### src/hw/key_scope_defines.svh
// Command codes, field limits and reset values for the scope and status interpreter
`ifndef KEY_SCOPE_DEFINES_SVH
`define KEY_SCOPE_DEFINES_SVH
`define CMD_KEY_SCOPE  8'h73
`define CMD_ALL_SCOPE  8'h53
`define CMD_ROW_SCOPE  8'h78
`define CMD_COL_SCOPE  8'h79
`define CMD_SIGNAL     8'h30
`define CMD_DELTA      8'h31
`define CMD_REFERENCE  8'h32
`define CMD_LADDER     8'h33
`define CMD_CANCEL     8'h34
`define CMD_INTEG      8'h35
`define CMD_CHECKSUM   8'h36
`define CMD_STATUS     8'h37
`define KEY_NUM_MAX    8'h3f
`define ROW_COL_MAX    8'h07
`define KEY_RESET      6'h00
`define INDEX_RESET    3'h0
`define BYTE_ZERO      8'h00
`define KEY_STEP       6'h01
`define CANCEL_PAD     6'h00
`define STATUS_PAD     3'h0
`define SUM_RESET      8'h00
`endif

### src/hw/key_scope_pkg.sv
// Types shared by the scope and status interpreter
package key_scope_pkg;
   typedef enum logic [1:0] {SCOPE_ALL = 2'h0, SCOPE_ROW = 2'h1, SCOPE_COL = 2'h2} scope_mode_t;
   typedef struct packed {
      logic [2:0] col;
      logic [2:0] row;
   } key_sel_t;
   typedef struct packed {
      logic [7:0] signal;
      logic [7:0] reference;
      logic [7:0] ladderOffset;
      logic [1:0] cancelCapState;
      logic [7:0] integ;
   } key_info_t;
   typedef struct packed {
      logic eeMismatch;
      logic syncFail;
      logic keyError;
      logic keyRecal;
      logic keyDetect;
   } stat_flags_t;
   typedef enum logic [1:0] {CMD_IDLE = 2'b00, CMD_ARG = 2'b01} cmd_state_t;
   typedef enum logic [1:0] {SUM_READ = 2'b00, SUM_LAST = 2'b01, SUM_DONE = 2'b11} sum_state_t;
endpackage

### src/hw/key_scope_status_commands.sv
// Scope and status command interpreter for the touch-key matrix
//
// How it works
// - Group scope persists for later commands until another scope command arrives.
// - Reset sets group scope to the whole key matrix.
// - Single-key queries use the key selection; all-keys scope leaves it alone.
// - Row or column command overwrites that coordinate, keeps the other.
// - Key number is row plus eight times column.
// - Keys are acquired in ascending key-number order.
// - Code 0x73 plus key 0..63 selects that key and echoes 0x73.
// - Code 0x53 sets all-keys scope and echoes 0x53.
// - Code 0x78 plus row 0..7 scopes to that row, echoes 0x78.
// - Code 0x79 plus column 0..7 scopes to that column, echoes 0x79.
// - Status commands answer in either direction mode.
// - Code 0x30 returns the selected key's signal level.
// - Code 0x31 returns reference minus signal, clamped at zero.
// - Code 0x32 returns the selected key's reference.
// - Code 0x33 returns the selected key's ladder offset.
// - Code 0x34 returns cancellation capacitor state 0..2.
// - Code 0x35 returns the selected key's detect integrator count.
// - Code 0x36 returns an 8-bit end-around-carry checksum of the eeprom.
// - Checksum is valid only after a reset following setup changes.
// - Checksum is a read-only query in any direction mode.
// - Code 0x37 returns a status byte between 0x00 and 0x1f.
// - Status byte holds five flags in bits 0..4, upper bits zero.
// - Data-returning commands send data only, no command echo.
// - Unknown codes are ignored; host waits completion plus 1ms.
`timescale 1ns/1ns
`include "key_scope_defines.svh"
module key_scope_status_commands #(
   parameter int EE_ADDR_W = 8
) (
   // Clock and reset
   input  wire logic                      clk,
   input  wire logic                      rst_n,
   // Command bytes from the serial port
   input  wire logic                      cmdValid,
   input  wire logic [7:0]                cmdByte,
   // Response bytes to the serial port
   output logic                           rspValid,
   output logic [7:0]                     rspByte,
   // Scope state
   output key_scope_pkg::key_sel_t        selKey,
   output key_scope_pkg::scope_mode_t     scopeMode,
   output logic [2:0]                     scopeIndex,
   // Sensing core data for the selected key
   input  wire key_scope_pkg::key_info_t  keyInfo,
   input  wire key_scope_pkg::stat_flags_t statFlags,
   // Eeprom read port, data one cycle after address
   output logic [EE_ADDR_W-1:0]           eeAddr,
   input  wire logic [7:0]                eeData,
   output logic                           checksumValid,
   // Acquisition sequencing
   input  wire logic                      acqStep,
   output logic [5:0]                     acqKey
);

   if (EE_ADDR_W < 1 || EE_ADDR_W > 16)
   begin : g_check
      $error("EE_ADDR_W must lie in 1..16");
   end

   key_scope_pkg::cmd_state_t state;
   key_scope_pkg::sum_state_t sumState;
   logic [7:0]                pendCode;
   logic [7:0]                checksum;
   logic [8:0]                next_sum;
   logic                      readPend;
   logic                      takeIdle;
   logic                      takeArg;
   logic                      known;
   logic [7:0]                delta;

   assign takeIdle = cmdValid && (state == key_scope_pkg::CMD_IDLE);
   assign takeArg  = cmdValid && (state == key_scope_pkg::CMD_ARG);
   assign known    = (cmdByte == `CMD_ALL_SCOPE) ||
                     ((cmdByte >= `CMD_SIGNAL) && (cmdByte <= `CMD_STATUS));
   assign delta    = (keyInfo.reference > keyInfo.signal) ?
                     (keyInfo.reference - keyInfo.signal) : `BYTE_ZERO;
   assign next_sum = {1'b0, checksum} + {1'b0, eeData};

   // Two-byte command sequencing
   always_ff @(posedge clk or negedge rst_n)
   begin
      if (!rst_n)
      begin
         state    <= key_scope_pkg::CMD_IDLE;
         pendCode <= `BYTE_ZERO;
      end
      else
      begin
         case (state)
            key_scope_pkg::CMD_IDLE:
            begin
               if (cmdValid && ((cmdByte == `CMD_KEY_SCOPE) || (cmdByte == `CMD_ROW_SCOPE) ||
                                (cmdByte == `CMD_COL_SCOPE)))
               begin
                  state    <= key_scope_pkg::CMD_ARG;
                  pendCode <= cmdByte;
               end
            end
            default:
            begin
               if (cmdValid)
               begin
                  state <= key_scope_pkg::CMD_IDLE;
               end
            end
         endcase
      end
   end

   always_ff @(posedge clk or negedge rst_n)
   begin
      if (!rst_n)
      begin
         scopeMode  <= key_scope_pkg::SCOPE_ALL;
         scopeIndex <= `INDEX_RESET;
         selKey     <= `KEY_RESET;
      end
      else if (takeIdle && (cmdByte == `CMD_ALL_SCOPE))
      begin
         scopeMode <= key_scope_pkg::SCOPE_ALL;
      end
      else if (takeArg)
      begin
         // specific key, key number is col:row
         if ((pendCode == `CMD_KEY_SCOPE) && (cmdByte <= `KEY_NUM_MAX))
         begin
            selKey <= cmdByte[5:0];
         end
         // row scope also moves the selected row
         else if ((pendCode == `CMD_ROW_SCOPE) && (cmdByte <= `ROW_COL_MAX))
         begin
            scopeMode  <= key_scope_pkg::SCOPE_ROW;
            scopeIndex <= cmdByte[2:0];
            selKey.row <= cmdByte[2:0];
         end
         // column scope also moves the selected column
         else if ((pendCode == `CMD_COL_SCOPE) && (cmdByte <= `ROW_COL_MAX))
         begin
            scopeMode  <= key_scope_pkg::SCOPE_COL;
            scopeIndex <= cmdByte[2:0];
            selKey.col <= cmdByte[2:0];
         end
      end
   end

   always_ff @(posedge clk or negedge rst_n)
   begin
      if (!rst_n)
      begin
         rspValid <= 1'b0;
         rspByte  <= `BYTE_ZERO;
      end
      else
      begin
         rspValid <= 1'b0;
         if (takeArg)
         begin
            if (((pendCode == `CMD_KEY_SCOPE) && (cmdByte <= `KEY_NUM_MAX)) ||
                ((pendCode != `CMD_KEY_SCOPE) && (cmdByte <= `ROW_COL_MAX)))
            begin
               rspValid <= 1'b1;
               rspByte  <= pendCode;
            end
         end
         else if (takeIdle && known)
         begin
            rspValid <= 1'b1;
            case (cmdByte)
               `CMD_SIGNAL:    rspByte <= keyInfo.signal;
               `CMD_DELTA:     rspByte <= delta;
               `CMD_REFERENCE: rspByte <= keyInfo.reference;
               `CMD_LADDER:    rspByte <= keyInfo.ladderOffset;
               `CMD_CANCEL:    rspByte <= {`CANCEL_PAD, keyInfo.cancelCapState};
               `CMD_INTEG:     rspByte <= keyInfo.integ;
               `CMD_CHECKSUM:  rspByte <= checksum;
               `CMD_STATUS:    rspByte <= {`STATUS_PAD, statFlags};
               default:        rspByte <= cmdByte;
            endcase
         end
      end
   end

   // checksum built once after each reset
   always_ff @(posedge clk or negedge rst_n)
   begin
      if (!rst_n)
      begin
         sumState      <= key_scope_pkg::SUM_READ;
         eeAddr        <= '0;
         readPend      <= 1'b0;
         checksumValid <= 1'b0;
      end
      else
      begin
         readPend <= (sumState == key_scope_pkg::SUM_READ);
         case (sumState)
            key_scope_pkg::SUM_READ:
            begin
               if (eeAddr == {EE_ADDR_W{1'b1}})
               begin
                  sumState <= key_scope_pkg::SUM_LAST;
               end
               else
               begin
                  eeAddr <= eeAddr + 1'b1;
               end
            end
            key_scope_pkg::SUM_LAST:
            begin
               sumState      <= key_scope_pkg::SUM_DONE;
               checksumValid <= 1'b1;
            end
            default:
            begin
               sumState <= key_scope_pkg::SUM_DONE;
            end
         endcase
      end
   end

   always_ff @(posedge clk or negedge rst_n)
   begin
      if (!rst_n)
      begin
         checksum <= `SUM_RESET;
      end
      else if (readPend)
      begin
         checksum <= next_sum[7:0] + {7'h00, next_sum[8]};
      end
   end

   always_ff @(posedge clk or negedge rst_n)
   begin
      if (!rst_n)
      begin
         acqKey <= `KEY_RESET;
      end
      else if (acqStep)
      begin
         acqKey <= acqKey + `KEY_STEP;
      end
   end

   a_reset_scope: assert property (@(posedge clk) $rose(rst_n) |->
      scopeMode == key_scope_pkg::SCOPE_ALL)
      else $error("scope not all keys after reset");

   a_all_echo: assert property (@(posedge clk) disable iff (!rst_n)
      takeIdle && (cmdByte == `CMD_ALL_SCOPE) |=>
      rspValid && (rspByte == `CMD_ALL_SCOPE) && (scopeMode == key_scope_pkg::SCOPE_ALL))
      else $error("all-keys scope not applied or echoed");

   a_all_keeps_key: assert property (@(posedge clk) disable iff (!rst_n)
      takeIdle && (cmdByte == `CMD_ALL_SCOPE) |=> $stable(selKey))
      else $error("all-keys scope changed the selected key");

   a_key_select: assert property (@(posedge clk) disable iff (!rst_n)
      takeArg && (pendCode == `CMD_KEY_SCOPE) && (cmdByte <= `KEY_NUM_MAX) |=>
      (selKey == $past(cmdByte[5:0])) && rspValid && (rspByte == `CMD_KEY_SCOPE))
      else $error("specific key not selected or echoed");

   a_row_keeps_col: assert property (@(posedge clk) disable iff (!rst_n)
      takeArg && (pendCode == `CMD_ROW_SCOPE) && (cmdByte <= `ROW_COL_MAX) |=>
      (selKey.col == $past(selKey.col)) && (selKey.row == $past(cmdByte[2:0])) &&
      (scopeMode == key_scope_pkg::SCOPE_ROW))
      else $error("row scope handled wrongly");

   a_scope_persists: assert property (@(posedge clk) disable iff (!rst_n)
      !cmdValid |=> $stable(scopeMode) && $stable(scopeIndex) && $stable(selKey))
      else $error("scope changed without a command");

   a_delta_clamp: assert property (@(posedge clk) disable iff (!rst_n)
      takeIdle && (cmdByte == `CMD_DELTA) && (keyInfo.signal >= keyInfo.reference) |=>
      rspValid && (rspByte == `BYTE_ZERO))
      else $error("delta not clamped to zero");

   a_status_byte: assert property (@(posedge clk) disable iff (!rst_n)
      takeIdle && (cmdByte == `CMD_STATUS) |=>
      (rspByte[7:5] == `STATUS_PAD) && (rspByte[4:0] == $past(statFlags)))
      else $error("status byte malformed");

   a_unknown_silent: assert property (@(posedge clk) disable iff (!rst_n)
      takeIdle && !known && (cmdByte != `CMD_KEY_SCOPE) && (cmdByte != `CMD_ROW_SCOPE) &&
      (cmdByte != `CMD_COL_SCOPE) |=> !rspValid ##1 (!rspValid || $past(cmdValid)))
      else $error("unknown code answered");

   a_acq_order: assert property (@(posedge clk) disable iff (!rst_n)
      acqStep |=> acqKey == ($past(acqKey) + `KEY_STEP))
      else $error("acquisition order broken");

   a_col_keeps_row: assert property (@(posedge clk) disable iff (!rst_n)
      takeArg && (pendCode == `CMD_COL_SCOPE) && (cmdByte <= `ROW_COL_MAX) |=>
      (selKey.row == $past(selKey.row)) && (selKey.col == $past(cmdByte[2:0])) &&
      (scopeMode == key_scope_pkg::SCOPE_COL) && (scopeIndex == $past(cmdByte[2:0])))
      else $error("column scope handled wrongly");

   a_range_refused: assert property (@(posedge clk) disable iff (!rst_n)
      takeArg && (((pendCode == `CMD_KEY_SCOPE) && (cmdByte > `KEY_NUM_MAX)) ||
      ((pendCode != `CMD_KEY_SCOPE) && (cmdByte > `ROW_COL_MAX))) |=>
      !rspValid && $stable(selKey) && $stable(scopeMode))
      else $error("out-of-range argument accepted");

   a_signal_answer: assert property (@(posedge clk) disable iff (!rst_n)
      takeIdle && (cmdByte == `CMD_SIGNAL) |=>
      rspValid && (rspByte == $past(keyInfo.signal)))
      else $error("signal level answer wrong");

   a_delta_value: assert property (@(posedge clk) disable iff (!rst_n)
      takeIdle && (cmdByte == `CMD_DELTA) && (keyInfo.reference > keyInfo.signal) |=>
      rspValid && (rspByte == ($past(keyInfo.reference) - $past(keyInfo.signal))))
      else $error("delta value wrong");

   a_cancel_answer: assert property (@(posedge clk) disable iff (!rst_n)
      takeIdle && (cmdByte == `CMD_CANCEL) |=>
      rspValid && (rspByte == {`CANCEL_PAD, $past(keyInfo.cancelCapState)}))
      else $error("cancellation state answer wrong");

   a_integ_answer: assert property (@(posedge clk) disable iff (!rst_n)
      takeIdle && (cmdByte == `CMD_INTEG) |=>
      rspValid && (rspByte == $past(keyInfo.integ)))
      else $error("integrator count answer wrong");

   a_checksum_hold: assert property (@(posedge clk) disable iff (!rst_n)
      checksumValid |=> checksumValid && $stable(checksum))
      else $error("checksum changed after scan");

endmodule

### config.mk
export PLATFORM = sky130hd
export DESIGN_NAME = key_scope_status_commands
export DESIGN_NICKNAME = d
export VERILOG_FILES = /design/src/hw/key_scope_pkg.sv /design/src/hw/key_scope_status_commands.sv
export VERILOG_INCLUDE_DIRS = /design/src /design/src/hw
export SDC_FILE = /design/constraint.sdc
export NUM_CORES = 1
export LEC_CHECK = 0
export ABC_CLOCK_PERIOD_IN_PS = 3700
export BUFFER_PORTS_ARGS = -buffer_cell sky130_fd_sc_hd__buf_2
export CAP_MARGIN = 15
export CORE_AREA = 5 5 97 81
export CTS_BUF_LIST = sky130_fd_sc_hd__clkbuf_8
export CTS_CLUSTER_DIAMETER = 60
export CTS_CLUSTER_SIZE = 30
export DETAILED_ROUTE_END_ITERATION = 7
export DIE_AREA = 0 0 102 86
export GPL_TIMING_DRIVEN = 0
export PLACE_DENSITY = 0.91
export SKIP_LAST_GASP = 1
export SYNTH_ARGS = -nofsm -noshare
export SYNTH_HDL_FRONTEND = slang
export SYNTH_SLANG_ARGS = --single-unit
### constraint.sdc
create_clock -name clk -period 3.7 [get_ports clk]
set_input_delay 0.74 -clock clk [delete_from_list [all_inputs] [get_ports clk]]
set_output_delay 0.74 -clock clk [all_outputs]
set_load 0.005 [all_outputs]
; ---- Yosys cells after proc, flatten, opt, wreduce, memory -nomap -nowiden
; Index checks and enable logic that the tools add are counted.
[totals]
romBits = 0
memories = 0
latchBits = 0
out_inout_bits = 35
mem_bits_rw = 0
register_bits = 56
[classes]
n_lt_le_gt_ge = 5
n_addsub = 5
mul = 0
n_div = 0
reduce_logical = 31
bitwise = 3
n_shift = 0
n_mux = 23
eq_ne = 24
[ops]
columns = op, n
row1 = $eq 8x6->1 const B, 8
row2 = $pmux 8 s8, 1
row3 = $eq 8x7->1 const B, 7
row4 = $mux 8, 4
row5 = $mux 2, 10
row6 = $le 8x6->1 const B, 2
row7 = $mux 3, 4
row8 = $reduce_bool 2->1, 6
row9 = $logic_and 1x1->1, 10
row10 = $add 8x8->9, 1
row11 = $add 8x1->8, 1
row12 = $add 8x1->8 const B, 1
row13 = $eq 8x8->1 const B, 1
row14 = $ge 8x6->1 const B, 1
row15 = $gt 8x8->1, 1
row16 = $le 8x3->1 const B, 1
row17 = $ne 8x7->1 const B, 1
row18 = $reduce_and 2->1, 4
row19 = $reduce_and 4->1, 2
row20 = $sub 8x8->8, 1
row21 = $add 6x1->6 const B, 1
row22 = $mux 6, 1
row23 = $ne 2x1->1 const B, 3
row24 = $reduce_and 3->1, 2
row25 = other kinds (7), 17

; ---- Longest topological paths before layout
; Gate-level depths: netlist of run 1.
[logic_depth]
ltp_word = 7
depth_mapped = 15

; ---- Least setup slack after synthesis of run 1
; OpenSTA, ideal clock, no wires.
[synth_timing]
path_type = input port to flip-flop
start = input port eeData[0]
end = register checksum[6]
n_path_buf = 0
path_slack_ps = 677
path_stages = 15
required_ps = 3563
arrival_ps = 2887
path_cell_list = ha_1 > inv_1 > fa_1 > nor2b_1 > o31a_1 > o31a_1 > o21ai_0 > nand2b_1 > ha_1 > ha_1 > nand2_1 > a211oi_1 > nand4_1 > xnor2_1 > a21oi_1
[synth_via]
elab_chain_cells = 2
[synth_rtl]
columns = element, line
row1 = from (decl), key_scope_status_commands.sv:51  ; input wire logic [7:0] eeData,
row2 = $add 8x8->9, key_scope_status_commands.sv:80  ; assign next_sum = {1'b0, checksum} + {1'b0, eeData};
row3 = $add 8x1->8, key_scope_status_commands.sv:232  ; checksum <= next_sum[7:0] + {7'h00, next_sum[8]};
row4 = to (signal assigned), key_scope_status_commands.sv:228  ; checksum <= `SUM_RESET;
row5 = to (signal assigned), key_scope_status_commands.sv:232
row6 = to (decl), key_scope_status_commands.sv:66  ; logic [7:0] checksum;
; Every way passes these cells.
; A chain may end at the register's enable or synchronous reset.

; ---- Worst setup path in the final report of run 1
; Ends and elaborated chain as after synthesis.

==> results of run 1 <==
-- synth_stat cells, drive strengths merged (6+ instances only) --
master	number	area (um^2)
nor2	27	101.4
dfrtp	55	1376
mux2	15	168.9
nand2b	7	43.79
mux2i	7	70.07
nor3	6	30.03
nand2	33	123.9
o21a	6	45.04
a211oi	7	57.55
o21ai	24	120.1
clkbuf	7	26.28
ha	20	250.2
inv	26	97.59
a21oi	26	133.9
nand3	7	35.03
nand4	7	43.79
and2	6	37.54
xnor2	14	122.6
xor2	8	70.07
-- final timing paths --
check / cells past startpoint / from / slack (ns) / endpoint
hold reg to reg: 1 / checksumValid / 0.47 / checksumValid
hold / removal: 1 / rst_n / 0.30 / rspByte[1]
setup reg to reg: 15 / checksum[0] / 0.57 / checksum[6]
max in group asynchronous: 2 / rst_n / 2.89 / eeAddr[7]
min in group clk: 1 / checksumValid / 0.47 / checksumValid
setup / recovery: 16 / eeData[0] / 0.47 / checksum[6]
-- cells in the final DEF (no fill, tap or decap), types with 3 or more instances in the layout --
master,synthesis,final
a21oi_1,25,25
nor3_1,6,6
a31oi_1,4,4
mux2i_1,7,7
o211ai_1,3,3
o21ai_1,8,8
nand3_1,7,7
o31a_1,3,3
and2_1,6,6
nor2_1,27,27
a221oi_1,5,5
a22oi_1,4,4
a211o_1,3,3
dfrtp_1,55,55
and3_1,3,3
nor2b_1,5,5
nand2_1,33,33
xnor2_1,14,14
a21o_1,5,5
mux2_2,13,13
clkbuf_8,0,5
nand4_1,7,7
xor2_1,8,8
o21ai_0,16,16
nand2b_1,7,7
or3_1,4,4
ha_1,20,20
o21a_1,6,6
a211oi_1,6,6
buf_2,3,95
inv_1,25,25
clkbuf_1,7,7
-- layer usage --
layer | wire length (um) | share of wire | vias to the layer above
li1 | - | - | 1593
met1 | 4062 | 0.42 | 1606
met2 | 4661 | 0.48 | 125
met3 | 858 | 0.088 | 18
met4 | 143 | 0.015 | 0
met5 | 0 | 0 | -
-- registers in the layout, indices dropped and copies added (netlist names) --
| name | flops |
|---|---|
| rspByte | 8 |
| scopeIndex | 3 |
| state | 1 |
| readPend | 1 |
| checksumValid | 1 |
| selKey | 6 |
| scopeMode | 2 |
| acqKey | 6 |
| pendCode | 8 |
| sumState | 2 |
| rspValid | 1 |
| eeAddr | 8 |
| checksum | 8 |
-- through the flow --
stage	hold WS, ns	std cells	utilization
after floorplan	0.4444	384	-
after global placement	0.4446	563	0.6240
after detailed placement	0.4441	563	0.6240
after CTS	0.4696	570	0.6363
after global routing	0.3127	571	0.6393
final	0.3020	571	0.6393
-- where the power goes --
group	switching [uW]	internal [uW]
Clock	189	130
Combinational	466	425
Sequential	107	716
Total	762	1270
-- worst reg2reg max path, cell delays in order (launching register included) --
cell      delay [ns]
dfrtp_1         0.41
ha_1            0.25
inv_1           0.08
fa_1            0.40
nor2b_1         0.17
o31a_1          0.19
o31a_1          0.16
o21ai_0         0.08
nand2b_1        0.09
ha_1            0.17
ha_1            0.20
nand2_1         0.07
a211oi_1        0.34
nand4_1         0.16
xnor2_1         0.17
a21oi_1         0.08
-- layout make-up --
cell class	count	area [um^2]
fill	558	2425
timing repair buffer	93	480.5
inverter	27	101.3
multi-input combinational	291	2096
clock inverter	2	13.76
clock buffer	5	68.82
tap	87	108.9
buffer	11	52.55
sequential	55	1376
-- kinds of logic (layout without fill, tap and decap cells) --
| logic type | count (synthesis) | after routing | share of synthesized area |
|---|---|---|---|
| mux | 24 | 24 | 0.07833 |
| fa+ha+maj | 22 | 22 | 0.08006 |
| compound gates | 105 | 105 | 0.1943 |
| buf+inv | 38 | 138 | 0.04244 |
| xor+xnor | 22 | 22 | 0.05314 |
| simple gates | 118 | 118 | 0.1722 |
| flops | 55 | 55 | 0.3796 |
==> parameters.txt, run 1 <==
Parameter                              Value

Status
  Result of the run ... complete, no violations

Clock network
  Clock Path Buffers ... 2
  Clock sink count ... 55
  CTS tree ... built
  Clock edge transition at the registers on the reported setup and hold paths ... 0.10 ns
  Later-pin clock latency in the skew report ... 0.31 ns
  Resized cells post-CTS ... 0
  Number of buffers created by CTS ... 5
  CTS H-tree depth ... 2
  Clk Tree Root Cell ... clkbuf_8
  CTS Hold Bufs ... 0
  Number of buffers inserted by post-CTS setup repair ... 0

Yosys
  Post-synthesis area per instance ... 9.443 um^2
  Yosys warns ... 0
  Async set or reset register ratio after synthesis ... 1.000
  Post-synthesis cell type count ... 60
  Number of flops mapped to enable cells by yosys ... 0
  Instance count of the mapped netlist ... 384
  Syn Std Cell Area ... 0.003626 mm^2
  Sequential-to-total area share from yosys stat ... 0.3796
  Post-synth top flop ... dfrtp_1
  Flip-flop and latch count after synthesis ... 55
  Number of nets in the synthesized netlist ... 465

Global route
  Met3 layer usage reported by global route ... 0.05285
  Total congestion overflow ... 0
  Most crowded layer after global routing ... met2
  Total global routing track utilization ... 0.2233
  Initial antenna violation count ... 0
  Met2 track demand over resource ... 0.3658
  Global routing usage on met1 ... 0.2969
  Maximum number of pins on one net before global-route repair ... 56
  Vias in the first global route ... 3266
  First-pass GRT wire length ... 15.60 mm

Finish
  Antenna diode count ... 0
  Cell area after layout ... 0.004298 mm^2
  Area Overhead vs Synth ... 18.53%
  Final #Nets ... 565
  Fraction of final layout cells sized beyond drive strength 1 ... 0.2707

STA
  Highest attainable clock frequency ... 0.3098 GHz
  Slew at the pin closest to its max-slew limit ... 0.6855 ns
  Max-slew headroom at the worst pin ... 0.5430
  Setup TNS ... 0 ns
  Final hold violations ... 0
  Share of the clock period used by the worst path after layout ... 0.8724
  Worst setup margin ... 0.4721 ns
  Final Slew Violations ... 0
  RSZ-0062 raised after global routing ... false
  Endpoints failing setup ... 0
  Largest clock skew in the final design ... 0.006198 ns
  Final period demand of the worst path ... 3.228 ns

Placement
  Worst slack at placement ... 0.1622 ns
  HPWL Detailed ... 7.813 mm
  Final estimated routing congestion in global placement ... 0.9318
  Cell area after placement ... 0.004195 mm^2
  Buffers on Ports ... 92

Power
  Worst ir drop on vdd ... 0.0004712 V
  Total leakage power ... 0.002103 uW
  Ratio of total power to cell area ... 473.2 mW/mm^2
  Post-route total power ... 2034 uW

Setup path
  Critical Path, Cell by Cell ... buf_2, ha_1, inv_1, fa_1, nor2b_1, o31a_1, o31a_1, o21ai_0, nand2b_1, ha_1, ha_1, nand2_1, a211oi_1, nand4_1, xnor2_1, a21oi_1
  Critical Path Max Stage Delay ... 0.40 ns
  Crit-path leading delay family ... adder cells
  Startpoint Class ... input port
  Crit Path Category ... in2reg
  Crit Path Max Fanout ... 3
  Most frequent cell on the critical path ... ha_1
  Worst-path cell with the longest stage delay ... fa_1
  Critical Path End Type ... flip-flop
  Arrival time reported for the critical path endpoint ... 3.41 ns
  Data required time of the worst path ... 3.88 ns
  Critical path buffer and inverter count ... 2

Routing
  Starting DRT DRC Count ... 171
  Antenna Nets Post-Route ... 0
  Routed len/inst ... 17.03 um
  Number of detailed-route iterations in the first pass ... 5
  Routed vias/inst ... 5.853
  # DRC ... 0
  Via count ... 3342
  Wire length after detailed routing ... 9.726 mm

Job
  Number of maximum-capacitance violations ... 0

Die
  Floorplan die height ... 86 um
  Die width ... 102 um
  Initial core utilization ... 0.5394
  Area of the placeable core ... 0.006723 mm^2
  Standard-cell rows ... 27
  Total Die Area ... 0.008772 mm^2
  I/O pin total ... 94

Hold path
  Type of the most critical hold path ... in2async
No activity file was read; power rests on OpenSTA's default activity.
==> inputs of run 2 (changes only) <==
ABC_CLOCK_PERIOD_IN_PS = 3450   (was 3700)
PLACE_DENSITY = not set   (was 0.91)
PLACE_DENSITY_LB_ADDON = 0.12   (was not set)
clock period = 3.45 ns   (was 3.7 ns; I/O delays follow)
==> parameters.txt, run 2 (same netlist as run 1, synthesis figures left out) <==
Parameter                              Value

Clock network
  CTS tree ... built
  Number of buffers created by CTS ... 5
  Number of buffers inserted by post-CTS setup repair ... 0
  Clock Path Buffers ... 2
  Clock edge transition at the registers on the reported setup and hold paths ... 0.10 ns
  Later-pin clock latency in the skew report ... 0.32 ns
  Clock sink count ... 55
  Clk Tree Root Cell ... clkbuf_8
  CTS H-tree depth ... 2
  Resized cells post-CTS ... 0
  CTS Hold Bufs ... 0

Die
  Area of the placeable core ... 0.006723 mm^2
  Total Die Area ... 0.008772 mm^2
  Die width ... 102 um
  Initial core utilization ... 0.5394
  I/O pin total ... 94
  Standard-cell rows ... 27
  Floorplan die height ... 86 um

STA
  RSZ-0062 raised after global routing ... false
  Endpoints failing setup ... 0
  Highest attainable clock frequency ... 0.3149 GHz
  Max-slew headroom at the worst pin ... 0.4853
  Slew at the pin closest to its max-slew limit ... 0.7527 ns
  Share of the clock period used by the worst path after layout ... 0.9205
  Setup TNS ... 0 ns
  Final period demand of the worst path ... 3.176 ns
  Final hold violations ... 0
  Final Slew Violations ... 0
  Largest clock skew in the final design ... 0.01222 ns

Routing
  Routed vias/inst ... 5.702
  Routed len/inst ... 16.34 um
  Highest routed metal layer ... met4
  Wire length the detailed router placed on met1 ... 4.266 mm
  Wire length after detailed routing ... 9.331 mm
  Met2 routed WL ... 4.277 mm
  Antenna Nets Post-Route ... 0
  Number of detailed-route iterations in the first pass ... 4
  # DRC ... 0
  Total met3 wirelength after detailed routing ... 576 um
  Via count ... 3256
  Starting DRT DRC Count ... 151

Finish
  Fraction of final layout cells sized beyond drive strength 1 ... 0.2707
  Cell area after layout ... 0.004322 mm^2
  Highest-count cells in the layout ignoring fill and taps ... buf_2, dfrtp_1, nand2_1, nor2_1
  Sequential standard cell area ... 0.001376 mm^2
  Area Overhead vs Synth ... 19.19%
  Antenna diode count ... 0
  Fillcell total ... 588
  Most frequent standard cell in the layout excluding fill and tap cells ... buf_2
  Area of combinational cells with multiple inputs ... 0.002096 mm^2
  Final #Nets ... 565

Placement
  Cell area after placement ... 0.004215 mm^2
  Buffers on Ports ... 92
  HPWL Detailed ... 7.504 mm
  Final estimated routing congestion in global placement ... 0.8884

Global route
  Total global routing track utilization ... 0.2171
  First-pass GRT wire length ... 14.99 mm
  Vias in the first global route ... 3162
  Initial antenna violation count ... 0
  Total congestion overflow ... 0
  Maximum number of pins on one net before global-route repair ... 39

Setup path
  Critical Path End Type ... flip-flop
  Setup slack, reg-to-reg ... 0.44 ns
  Worst reg2reg endpoint ... checksum[6]
  Most frequent cell on the critical path ... inv_1
  Data required time of the worst path ... 3.64 ns
  Worst reg-to-reg path cell count ... 15
  Critical Path Max Stage Delay ... 0.70 ns
  Worst-path cell with the longest stage delay ... a2111oi_0
  Critical Path, Cell by Cell ... buf_2, inv_1, ha_1, inv_1, fa_1, a21o_1, a21oi_1, nor2_1, o311a_2, a2111oi_0, o21ai_1
  Arrival time reported for the critical path endpoint ... 3.36 ns
  Startpoint Class ... input port
  Crit Path Max Fanout ... 8
  Crit Path Category ... in2reg
  Launch point of the worst reg-to-reg path ... checksum[0]

Job
  Number of maximum-capacitance violations ... 0

Power
  Ratio of total power to cell area ... 517.5 mW/mm^2
  Total leakage power ... 0.002110 uW
  Worst ir drop on vdd ... 0.0003451 V

Status
  Result of the run ... complete, no violations

Hold path
  Type of the most critical hold path ... in2async
## run 2: changes by cell type in the layout (fill, tap and decap cells not counted)
cell / previous run / this run
clkinv_4: 1 / 0
bufinv_16: 0 / 1
clkinvlp_4: 0 / 1
clkinv_2: 1 / 0
## run 2: cell type report
| cell class | instances | share of cell area |
|---|---|---|
| plain buffers | 11 | 0.01216 |
| clock buffers | 5 | 0.01592 |
| clock inverters | 2 | 0.008686 |
| inverters | 27 | 0.02345 |
| multi-input cells | 291 | 0.4849 |
| flip-flops and latches | 55 | 0.3185 |
| well taps | 87 | 0.02519 |
| repair buffers | 93 | 0.1112 |
## run 2: through the flow
step	total power, uW	hold WS [ns]	worst slack [ns]	std cells	util
2_1_floorplan	1542	0.3944	0.4766	384	-
3_3_place_gp	1789	0.4379	0.06169	563	0.6240
3_5_place_dp	1815	0.4431	-0.007421	564	0.6270
4_1_cts	2242	0.3113	0.3279	571	0.6428
5_1_grt	2411	0.3241	0.1095	571	0.6428
6_report	2236	0.2920	0.2742	571	0.6428
## run 2: report_power, final
part	switching, uW	internal (uW)	leakage [uW]
clock network	213	212	0.0000502
logic	476	456	0.00136
registers	111	768	0.000699
## run 2: critical path: cells and delay by family
| kind | cells | cell delay, ns |
|---|---|---|
| buf+inv | 3 | 0.22 |
| fa+ha+maj | 2 | 0.57 |
| simple gates | 1 | 0.08 |
| compound gates | 5 | 1.81 |
## run 2: metal layers
layer,vias to the layer above,GRT usage
met4,0,0.07032
met3,21,0.05122
met2,105,0.3422
met5,-,0
li1,1597,-
met1,1533,0.2947
## run 2: worst max path at each step
stage,start,endpoint,cells after the start,slack (ns)
2_1_floorplan,eeData[0],checksum[6],15,0.48
3_3_place_gp,keyInfo[18],rspByte[6],11,0.06
3_5_place_dp,keyInfo[18],rspByte[6],11,-0.007
4_1_cts,keyInfo[18],rspByte[6],11,0.33
5_1_grt,keyInfo[18],rspByte[6],11,0.11
6_report,keyInfo[18],rspByte[6],11,0.27
==> inputs of run 3 (changes only) <==
PLACE_DENSITY_LB_ADDON = 0.05   (was 0.12)
==> parameters.txt, run 3 (same netlist as run 1, synthesis figures left out) <==
Parameter                              Value

Status
  Result of the run ... complete, no violations

STA
  Highest attainable clock frequency ... 0.3231 GHz
  Worst Hold Slack ... 0.2952 ns
  Endpoints failing setup ... 0
  Max-slew headroom at the worst pin ... 0.5815
  Largest clock skew in the final design ... 0.006022 ns
  Final period demand of the worst path ... 3.095 ns
  Slew at the pin closest to its max-slew limit ... 0.6278 ns
  Share of the clock period used by the worst path after layout ... 0.8971
  Final hold violations ... 0
  RSZ-0062 raised after global routing ... false
  Final Slew Violations ... 0
  Worst setup margin ... 0.3549 ns
  Setup TNS ... 0 ns

Power
  Clock network fraction of total power ... 0.175
  Cell internal pwr ... 1388 uW
  Share of power burned in combinational logic ... 0.424
  Ratio of total power to cell area ... 507.2 mW/mm^2
  Worst ir drop on vdd ... 0.0003779 V
  Sequential Power Share ... 0.401
  Fraction of power spent switching nets ... 0.3658
  Sw Pwr ... 800.5 uW
  Total leakage power ... 0.002107 uW

Setup path
  Data required time of the worst path ... 3.63 ns
  Crit Path Max Fanout ... 3
  Critical Path End Type ... flip-flop
  Startpoint Class ... input port
  Worst-path cell with the longest stage delay ... fa_1
  Launch point of the worst reg-to-reg path ... checksum[0]
  Most frequent cell on the critical path ... ha_1
  Crit Path Category ... in2reg
  Critical Path, Cell by Cell ... buf_2, ha_1, inv_1, fa_1, nor2b_1, o31a_1, o31a_1, o21ai_0, nand2b_1, ha_1, ha_1, nand2_1, a211oi_1, nand4_1, xnor2_1, a21oi_1
  Arrival time reported for the critical path endpoint ... 3.28 ns
  Worst setup path startpoint ... eeData[0]
  Critical Path Max Stage Delay ... 0.41 ns

Clock network
  Clock edge transition at the registers on the reported setup and hold paths ... 0.10 ns
  CTS Hold Bufs ... 0
  Resized cells post-CTS ... 0
  CTS H-tree depth ... 2
  Clk Tree Root Cell ... clkbuf_8
  Later-pin clock latency in the skew report ... 0.31 ns
  CTS tree ... built
  Clock Path Buffers ... 2
  Number of buffers created by CTS ... 5
  Clock sink count ... 55
  Number of buffers inserted by post-CTS setup repair ... 0

Finish
  Layout Utilization ... 0.6417
  Fraction of final layout cells sized beyond drive strength 1 ... 0.2722
  Antenna diode count ... 0
  Sequential standard cell area ... 0.001376 mm^2
  Area of combinational cells with multiple inputs ... 0.002096 mm^2
  Final #Nets ... 565
  Cell area after layout ... 0.004314 mm^2
  Fillcell total ... 612
  Most frequent standard cell in the layout excluding fill and tap cells ... buf_2
  Area Overhead vs Synth ... 18.98%
  Highest-count cells in the layout ignoring fill and taps ... buf_2, dfrtp_1, nand2_1, nor2_1

Placement
  Buffers on Ports ... 92
  HPWL Detailed ... 7.440 mm
  Final estimated routing congestion in global placement ... 0.9033
  Worst slack at placement ... 0.04386 ns
  Cell area after placement ... 0.004215 mm^2

Global route
  Total global routing track utilization ... 0.2167
  Maximum number of pins on one net before global-route repair ... 40
  Initial antenna violation count ... 0
  Vias in the first global route ... 3183
  Total congestion overflow ... 0
  First-pass GRT wire length ... 15.15 mm

Die
  Total Die Area ... 0.008772 mm^2
  Standard-cell rows ... 27
  I/O pin total ... 94
  Floorplan die height ... 86 um
  Initial core utilization ... 0.5394
  Area of the placeable core ... 0.006723 mm^2
  Die width ... 102 um

Routing
  Routed vias/inst ... 5.656
  Wire length after detailed routing ... 9.181 mm
  Number of detailed-route iterations in the first pass ... 4
  Via count ... 3235
  Routed len/inst ... 16.05 um
  Starting DRT DRC Count ... 120
  Antenna Nets Post-Route ... 0
  # DRC ... 0

Hold path
  Type of the most critical hold path ... in2async

Job
  Number of maximum-capacitance violations ... 0
run 3: critical path: cells and delay by family:
family,cells,cell delay [ns]
AOI/OAI and AO/OA,5,0.85
and+or+nand+nor,4,0.49
buffers and inverters,2,0.14
xor gates and xnor gates,1,0.17
adders and majority gates,4,0.94
run 3: per-stage QoR:
step           total power [uW]  std cells
2_1_floorplan              1542        384
3_3_place_gp               1784        563
3_5_place_dp               1813        564
4_1_cts                    2199        572
5_1_grt                    2352        572
6_report                   2188        572
run 3: final cells by class:
class	count	area share
Buffer	11	0.01218
Timing Repair Buffer	93	0.1114
Multi-Input combinational cell	291	0.4858
Clock inverter	2	0.003770
Tap cell	87	0.02523
Inverter	27	0.02349
Sequential cell	55	0.3190
Clock buffer	6	0.01914
run 3: final timing paths:
kind                       depth (start not counted)             to  slack, ns
setup / recovery                                  16    checksum[6]       0.35
hold / removal                                     1     rspByte[5]       0.30
setup reg to reg                                  15    checksum[6]       0.39
hold reg to reg                                    1  checksumValid       0.46
max in group asynchronous                          2   scopeMode[0]       2.61
min in group clk                                   1  checksumValid       0.46
run 3: power by group through the flow:
stage	registers, uW	logic, uW	clock network (uW)
floorplan	865	677	0
global placement	887	897	0
detailed placement	890	923	0
CTS	878	931	390
global route	897	1040	416
finish	878	927	383
run 3: metal layers:
layer	GRT usage	vias up	part of all wire
li1	-	1604	-
met1	0.3050	1542	0.46
met2	0.3528	79	0.47
met3	0.03984	10	0.057
met4	0.03933	0	0.0096
met5	0	-	0
